`config.mk`:
```
export PLATFORM = sky130hd
export DESIGN_NAME = qoc_top
export DESIGN_NICKNAME = d
export VERILOG_FILES = /design/src/qoc_pkg.sv /design/src/qoc_chan_if.sv /design/src/qoc_top.sv /design/src/qoc_sync.sv /design/src/qoc_chan.sv
export SDC_FILE = /design/constraint.sdc
export NUM_CORES = 1
export LEC_CHECK = 0
export ABC_AREA = 1
export BUFFER_PORTS_ARGS = -buffer_cell sky130_fd_sc_hd__buf_2
export CORE_AREA = 5 5 93 95
export CTS_BUF_LIST = sky130_fd_sc_hd__clkbuf_16
export DETAILED_ROUTE_END_ITERATION = 12
export DIE_AREA = 0 0 98 100
export HOLD_SLACK_MARGIN = 0.06
export PLACE_DENSITY = 0.72
export SLEW_MARGIN = 20
export SYNTH_ARGS = -nofsm -noshare
export SYNTH_HDL_FRONTEND = slang
export SYNTH_SLANG_ARGS = --single-unit
```
`constraint.sdc`:
```
create_clock -name mclk -period 1.3 [get_ports mclk]
set_input_delay 0.26 -clock mclk [delete_from_list [all_inputs] [get_ports mclk]]
set_output_delay 0.26 -clock mclk [all_outputs]
set_load 0.01 [all_outputs]
```
`src/qoc_pkg.sv`:
```
// Shared constants and types for the quad output channel control block.
package qoc_pkg;
  localparam int unsigned NUM_CH         = 4;
  localparam int unsigned CLK_HZ         = 20_000_000;
  localparam int unsigned FLASH_HALF_MS  = 250;
  localparam int unsigned FLASH_HALF_CYC = CLK_HZ / 1000 * FLASH_HALF_MS;
  localparam logic [15:0] PARAM_REC_IDX  = 16'h0080;
  localparam logic [7:0]  PARAM_REC_LEN  = 8'h03;
  localparam logic [7:0]  ERR_PARAM      = 8'h10;
  localparam logic [7:0]  ERR_UNAVAIL    = 8'h1f;
  localparam int unsigned EN_LSB         = 0;
  localparam int unsigned REACT_LSB      = 8;
  localparam int unsigned QOPT_BIT       = 16;
  localparam logic [3:0]  EN_RST         = 4'hf;
  localparam logic [7:0]  REACT_RST      = 8'h00;
  localparam logic        QOPT_RST       = 1'b0;
  localparam logic [7:0]  LOAD_STATUS    = 8'h01;

  typedef enum logic [1:0] {QOC_REACT_OFF, QOC_REACT_HOLD, QOC_REACT_SUBST, QOC_REACT_BAD}
    qoc_react_t;
  typedef enum logic [1:0] {QOC_LAMP_DARK, QOC_LAMP_UNSET, QOC_LAMP_OK, QOC_LAMP_FAULT_LAMP}
    qoc_lamp_t;
endpackage

```
`src/qoc_chan_if.sv`:
```
// Control and status bundle between the controller core and one output channel.
`timescale 1ns/100ps
interface qoc_chan_if
  import qoc_pkg::*;
  ();
  logic       en;
  qoc_react_t react;
  logic       stop;
  logic       load;
  logic       cmd;
  logic       out;
  logic       lamp;
  modport ctl  (output en, react, stop, load, cmd, input out, lamp);
  modport chan (input en, react, stop, load, cmd, output out, lamp);
endinterface

```
`src/qoc_top.sv`:
```
// Control and status logic for a four-channel digital output unit.
// Function
// - Each channel individually enabled; disabled never drives.
// - On stop: off, hold, or substitute one.
// - Parameters arrive as record 128, three bytes.
// - Quality option adds byte, bits 0-3 per channel.
// - Quality bit 1 healthy, 0 disabled or error.
// - Any error clears all four quality bits.
// - Input byte present only with quality option.
// - Fault lamp: off, flash unset, on, flash fault_lamp.
// - Channel lamp lit when enabled and its output is one.
// - Supply lamp follows load supply presence.
// - Load-supply status bit always reads one.
// - Alarm on channel unavailable or parameter error.
// - Parameter error reports code 10 hex.
// - Firmware update reports 1F, ignores process values.
// - One alarm per event; lamp flashes meanwhile.
`timescale 1ns/100ps
module qoc_top
  import qoc_pkg::*;
#(
  parameter int unsigned FLASH_CYC = FLASH_HALF_CYC
) (
  input  wire logic        mclk,
  input  wire logic        nrst,
  input  wire logic        rec_wr_valid,
  input  wire logic [15:0] rec_index,
  input  wire logic [7:0]  rec_len,
  input  wire logic [23:0] rec_data,
  output      logic        rec_wr_done,
  output      logic        rec_wr_err,
  input  wire logic        out_wr_valid,
  input  wire logic [7:0]  output_image,
  input  wire logic        ctrl_stop_pin,
  input  wire logic        bp_supply_ok_pin,
  input  wire logic        load_supply_pin,
  input  wire logic        fw_update_run_pin,
  input  wire logic        fw_update_abort_pin,
  output      logic [3:0]  chan_out,
  output      logic [3:0]  chan_lamp,
  output      logic        fault_lamp_green,
  output      logic        fault_lamp_red,
  output      logic        supply_lamp,
  output      logic [7:0]  load_status,
  output      logic        input_image_present,
  output      logic [7:0]  quality_info,
  output      logic        fault_lamp_alarm,
  output      logic [7:0]  fault_lamp_code,
  output      logic        fault_lamp_active
);
  localparam int unsigned CW = $clog2(FLASH_CYC + 1);
  localparam logic [CW-1:0] FLASH_LAST = CW'(FLASH_CYC - 1);

  logic [4:0]    pins_s;
  logic          stop_s;
  logic          bp_ok_s;
  logic          load_ok_s;
  logic          fw_run_s;
  logic          fw_abort_s;
  logic [3:0]    cfg_en_r;
  logic [7:0]    cfg_react_r;
  logic          cfg_qopt_r;
  logic          assigned_r;
  logic          param_err_r;
  logic          fw_abort_r;
  logic          fw_unavail;
  logic          fault_lamp_any;
  logic          perr_q_r;
  logic          fwu_q_r;
  logic          alarm_r;
  logic [7:0]    code_r;
  logic          done_r;
  logic          err_r;
  logic [7:0]    quality_r;
  logic          present_r;
  logic [CW-1:0] flash_cnt_r;
  logic          flash_r;
  logic          green_r;
  logic          red_r;
  logic          supply_r;
  qoc_lamp_t     lamp_mode;
  logic          rec_hit;
  logic          rec_ok;
  logic          proc_load;

  qoc_sync #(
    .W (5)
  ) u_sync (
    .mclk (mclk),
    .nrst (nrst),
    .d    ({ctrl_stop_pin, bp_supply_ok_pin, load_supply_pin,
            fw_update_run_pin, fw_update_abort_pin}),
    .q    (pins_s)
  );
  assign {stop_s, bp_ok_s, load_ok_s, fw_run_s, fw_abort_s} = pins_s;

  // A reaction code of three has no meaning, so such a record is refused whole.
  assign rec_hit = rec_wr_valid && (rec_index == PARAM_REC_IDX);
  assign rec_ok  = rec_hit && (rec_len == PARAM_REC_LEN)
                   && (rec_data[REACT_LSB+1:REACT_LSB] != 2'b11)
                   && (rec_data[REACT_LSB+3:REACT_LSB+2] != 2'b11)
                   && (rec_data[REACT_LSB+5:REACT_LSB+4] != 2'b11)
                   && (rec_data[REACT_LSB+7:REACT_LSB+6] != 2'b11);

  always_ff @(posedge mclk or negedge nrst)
  begin
    if (!nrst)
    begin
      cfg_en_r    <= EN_RST;
      cfg_react_r <= REACT_RST;
      cfg_qopt_r  <= QOPT_RST;
      assigned_r  <= 1'b0;
    end
    else if (rec_ok)
    begin
      cfg_en_r    <= rec_data[EN_LSB+3:EN_LSB];
      cfg_react_r <= rec_data[REACT_LSB+7:REACT_LSB];
      cfg_qopt_r  <= rec_data[QOPT_BIT];
      assigned_r  <= 1'b1;
    end
  end

  always_ff @(posedge mclk or negedge nrst)
  begin
    if (!nrst)
    begin
      param_err_r <= 1'b0;
      done_r      <= 1'b0;
      err_r       <= 1'b0;
    end
    else
    begin
      done_r <= rec_ok;
      err_r  <= rec_wr_valid && !rec_ok;
      if (rec_hit)
        param_err_r <= !rec_ok;
    end
  end

  // An abort stays latched until a new update starts running.
  always_ff @(posedge mclk or negedge nrst)
  begin
    if (!nrst)
      fw_abort_r <= 1'b0;
    else
      fw_abort_r <= fw_abort_s | (fw_abort_r & ~fw_run_s);
  end

  assign fw_unavail = fw_run_s | fw_abort_r;
  assign fault_lamp_any   = param_err_r | fw_unavail;
  assign proc_load  = out_wr_valid && !fw_unavail;

  always_ff @(posedge mclk or negedge nrst)
  begin
    if (!nrst)
    begin
      perr_q_r <= 1'b0;
      fwu_q_r  <= 1'b0;
      alarm_r  <= 1'b0;
      code_r   <= 8'h00;
    end
    else
    begin
      perr_q_r <= param_err_r;
      fwu_q_r  <= fw_unavail;
      alarm_r  <= (param_err_r & ~perr_q_r) | (fw_unavail & ~fwu_q_r);
      if (fw_unavail & ~fwu_q_r)
        code_r <= ERR_UNAVAIL;
      else if (param_err_r & ~perr_q_r)
        code_r <= ERR_PARAM;
    end
  end

  always_ff @(posedge mclk or negedge nrst)
  begin
    if (!nrst)
    begin
      quality_r <= 8'h00;
      present_r <= 1'b0;
    end
    else
    begin
      quality_r <= fault_lamp_any ? 8'h00 : {4'h0, cfg_en_r};
      present_r <= cfg_qopt_r;
    end
  end

  always_ff @(posedge mclk or negedge nrst)
  begin
    if (!nrst)
    begin
      flash_cnt_r <= '0;
      flash_r     <= 1'b0;
    end
    else if (flash_cnt_r == FLASH_LAST)
    begin
      flash_cnt_r <= '0;
      flash_r     <= ~flash_r;
    end
    else
      flash_cnt_r <= flash_cnt_r + 1'b1;
  end

  always_comb
  begin
    if (!bp_ok_s)
      lamp_mode = QOC_LAMP_DARK;
    else if (!assigned_r)
      lamp_mode = QOC_LAMP_UNSET;
    else if (fault_lamp_any)
      lamp_mode = QOC_LAMP_FAULT_LAMP;
    else
      lamp_mode = QOC_LAMP_OK;
  end

  always_ff @(posedge mclk or negedge nrst)
  begin
    if (!nrst)
    begin
      green_r  <= 1'b0;
      red_r    <= 1'b0;
      supply_r <= 1'b0;
    end
    else
    begin
      supply_r <= load_ok_s;
      unique case (lamp_mode)
        QOC_LAMP_DARK:
        begin
          green_r <= 1'b0;
          red_r   <= 1'b0;
        end
        QOC_LAMP_UNSET:
        begin
          green_r <= flash_r;
          red_r   <= 1'b0;
        end
        QOC_LAMP_OK:
        begin
          green_r <= 1'b1;
          red_r   <= 1'b0;
        end
        QOC_LAMP_FAULT_LAMP:
        begin
          green_r <= 1'b0;
          red_r   <= flash_r;
        end
      endcase
    end
  end

  for (genvar i = 0; i < NUM_CH; i++)
  begin : g_ch
    qoc_chan_if ch_if ();
    assign ch_if.en    = cfg_en_r[i];
    assign ch_if.react = qoc_react_t'(cfg_react_r[2*i+1:2*i]);
    assign ch_if.stop  = stop_s;
    assign ch_if.load  = proc_load;
    assign ch_if.cmd   = output_image[i];
    assign chan_out[i]  = ch_if.out;
    assign chan_lamp[i] = ch_if.lamp;
    qoc_chan u_chan (
      .mclk (mclk),
      .nrst (nrst),
      .ch   (ch_if.chan)
    );
  end

  assign rec_wr_done         = done_r;
  assign rec_wr_err          = err_r;
  assign fault_lamp_green    = green_r;
  assign fault_lamp_red      = red_r;
  assign supply_lamp         = supply_r;
  assign load_status         = LOAD_STATUS;
  assign input_image_present = present_r;
  assign quality_info        = quality_r;
  assign fault_lamp_alarm          = alarm_r;
  assign fault_lamp_code           = code_r;
  assign fault_lamp_active         = fault_lamp_any;
endmodule // qoc_top

```
`src/qoc_sync.sv`:
```
// Two-stage synchroniser for a vector of asynchronous levels.
`timescale 1ns/100ps
module qoc_sync #(
  parameter int unsigned W = 1
) (
  input  wire logic         mclk,
  input  wire logic         nrst,
  input  wire logic [W-1:0] d,
  output      logic [W-1:0] q
);
  logic [W-1:0] meta_r;
  logic [W-1:0] q_r;

  always_ff @(posedge mclk or negedge nrst)
  begin
    if (!nrst)
    begin
      meta_r <= '0;
      q_r    <= '0;
    end
    else
    begin
      meta_r <= d;
      q_r    <= meta_r;
    end
  end

  assign q = q_r;
endmodule // qoc_sync

```
`src/qoc_chan.sv`:
```
// One output channel: enable, stop reaction and commanded value.
`timescale 1ns/100ps
module qoc_chan
  import qoc_pkg::*;
(
  input wire logic mclk,
  input wire logic nrst,
  qoc_chan_if.chan ch
);
  logic out_r;

  always_ff @(posedge mclk or negedge nrst)
  begin
    if (!nrst)
      out_r <= 1'b0;
    else if (!ch.en)
      out_r <= 1'b0;
    else if (ch.stop)
    begin
      unique case (ch.react)
        QOC_REACT_OFF:   out_r <= 1'b0;
        QOC_REACT_HOLD:  out_r <= out_r;
        QOC_REACT_SUBST: out_r <= 1'b1;
        QOC_REACT_BAD:   out_r <= 1'b0;
      endcase
    end
    else if (ch.load)
      out_r <= ch.cmd;
  end

  assign ch.out  = out_r;
  assign ch.lamp = ch.en & out_r;
endmodule // qoc_chan

```
==> metrics.md <==
| Metric | Value |
|---|---|
| Cells after synthesis | ~450 |
| Area leader, netlist | dfrtp_1 |
| RR Startpoint | u_sync.q[1] |
| Starting Density | 0.458 |
| Ant diodes | 0 |
| Pwr dens | 1070 mW/mm² |
| Total wire length | a little under 9000 µm |
| Vias | around 3200 |
| RSZ-0062 raised after global routing | yes |
| Setup slack after layout | -0.211 ns |
| Area growth syn-to-layout | 42.1% |
| Largest net degree at the start of global routing | 70 |
| Core ar. | 0.00765 mm² |
| Hold_sp | rec_data[3] |
| Layout cells sized above 1 | 0.404 |
| Leakage | 2.57 nW |
| Top FF cell, synth | dfrtp_1 |
| Yosys cell types | 29 |
| Required time worst endpoint | approximately 1.0 ns |
| Final Hold Violating Endpoints | 0 |
| TritonCTS buffer count | 9 |
| EDFF count, synth | 0 |
| Die ar. | 0.00980 mm² |
| Drc violations | 0 |
| Max-slew violations | 0 |
| GPL Wtd Cong | 0.943 |
| Root buf cell | clkbuf_16 |
| DR WL/cell | roughly 13 µm |
| Mapped cell area | 0.00350 mm² |
| Crit path capture type | primary output |
| First-pass DRT Iterations | 4 |
| Placed insts | 638 |
| IO Count | 105 |
| Clk_skew | between 0.006 and 0.007 ns |
| Failing checks | negative setup slack |
| TritonCTS clock tree | yes |
| Antenna Violating Nets Remaining | 0 |
| Worst Hold Class | primary input to register |
| Critical path origin | u_sync.q[1] |
| R2R Setup Slk | -0.19 ns |
| Vias per Instance | ~4.7 |
| Initial antenna violation count | 0 |
| Crit Path Class | register to primary output |
| Total Power | 5.31 mW |
| Final period demand of the worst path | around 1.5 ns |
| Status | finished with violations |
| H-tree levels | 3 |
| Crit start category | register |
| Later-pin clock latency in the skew report | 0.33 ns |
| Clk buf depth | 2 |
| Count of non-filler cells in the finished layout | 681 |
| Crit path DAT | ~1.3 ns |
| Yosys reg bits | 69 |
| Final period utilization | 1.16 |
| Site Rows | 32 |
| Clock sink count | 69 |
| Detailed Route Iter0 Violations | 189 |
| Setup violations, final | 26 |
| Top cells by count, synth | nand2_1, nor2_1, inv_1, dfrtp_1, nand3_1 |
| Die X-Extent | 98 µm |
| Number of global-route vias before repair | around 3300 |
| Yosys warnings | 0 |
| Hpwl dp | ~6000 µm |
| Hold path cells | 3 |
| IO buf count | 74 |
| Gr usage total | 0.181 |
| CP max FO | 2 |
| Die Y | approximately 100 µm |
| Top cell type's share of synthesized area | 0.465 |
| Avg Inst Size Synth | 7.80 µm² |
| Peak supply drop | approximately 620 µV |
| Max-Cap Viols | 0 |
| Asr flop ratio synth | 1.00 |
| Area contributors post-synth | dfrtp_1, nand2_1, nor2_1 |
| Clock transition at the registers of the reported paths | around 0.060 ns |
| Global route total overflow | 0 |
| Worst R2R Path Depth | 7 |
| Cell with the most instances after synthesis | nand2_1 |
| Fmax | 662 MHz |
| Sequential area share after synthesis | 0.495 |
| Nets@finish | between 600 and 700 |
| First-pass GRT wire length | between 10000 and 15000 µm |
| Post-Place Setup Slack | -0.134 ns |
[per-stage QoR]
stage | TNS, ns | area (µm²) | hold WS [ns] | util
2_1_floorplan | -0.295 | 3550 | -0.0356 | -
3_3_place_gp | -0.444 | 4080 | 0.306 | 0.533
3_5_place_dp | -1.18 | 4080 | 0.304 | 0.533
4_1_cts | -1.14 | 4670 | 0.137 | 0.610
5_1_grt | -4.23 | 4970 | 0.162 | 0.650
6_report | -2.02 | 4970 | 0.142 | 0.650
[power breakdown]
part / total, mW / internal (mW) / switching, mW
Combinational: 0.230 / 0.102 / 0.128
Clock: 2.90 / 1.90 / 1.00
Sequential: 2.18 / 2.17 / 0.00714
Total: 5.31 / 4.18 / 1.13
[critical path, cell delays in order, from the launching register on]
cell	delay [ns]
dfrtp_1	0.38
or2_4	0.27
nor2_4	0.09
inv_2	0.06
buf_6	0.12
[kinds of logic after synthesis]
kind of cell	Yosys count	share of synthesized area
fa+ha+maj	5	0.0179
compound gates	18	0.0300
other cells	2	0.00215
simple gates	251	0.305
xor+xnor	7	0.0175
flops	69	0.495
buf+inv	97	0.133
[metal layers]
| metal | track usage | wire (µm) |
|---|---|---|
| met4 | 0.0831 | 310 |
| met2 | 0.321 | 4530 |
| met1 | 0.205 | 3500 |
| met5 | 0 | 0 |
| met3 | 0.0438 | 568 |
[repair_timing]
| action | CTS | global route |
|---|---|---|
| gates resized for setup | 37 | 72 |
| buffers inserted | 7 | 17 |
| endpoints found under the hold margin | 70 | 0 |
| endpoints found under the setup margin | 24 | 32 |
| gates cloned | 1 | 0 |
| pin swaps | 12 | 33 |
| hold buffers | 6 | 0 |
[final cells by class]
type / count / area [µm²]
clock buffer: 9 / 225
clock inverter: 7 / 128
fill: 607 / 2670
inverter: 67 / 262
multi-input combinational: 297 / 1630
sequential: 69 / 1740
tap: 102 / 128
timing repair buffer: 130 / 863
[cells in the final DEF (no fill, tap or decap), types with 14 or more instances in the layout]
cell type | Yosys | final
buf_2 | 4 | 73
buf_4 | 26 | 41
conb_1 | 2 | 15
dfrtp_1 | 65 | 58
inv_1 | 66 | 51
nand2_1 | 115 | 92
nand2_2 | 2 | 20
nand3_1 | 36 | 29
nor2_1 | 73 | 54
nor2_2 | 5 | 14
[registers in the layout, indices dropped and copies added (netlist names), 2 cells and up]
register / cells
flash_cnt_r: 23
u_sync.meta_r: 5
g_ch.u_chan.ch.out: 4
cfg_react_r: 8
u_sync.q: 5
fault_lamp_code: 2
quality_info: 4
cfg_en_r: 4
[final timing paths]
path	end
max reg2reg	fault_lamp_code[4]
min	cfg_en_r[3]
min in group asynchronous	flash_cnt_r[3]
min reg2reg	u_sync.q[2]
max	fault_lamp_active
max in group asynchronous	cfg_en_r[2]
Power figures use the tool's default switching activity.
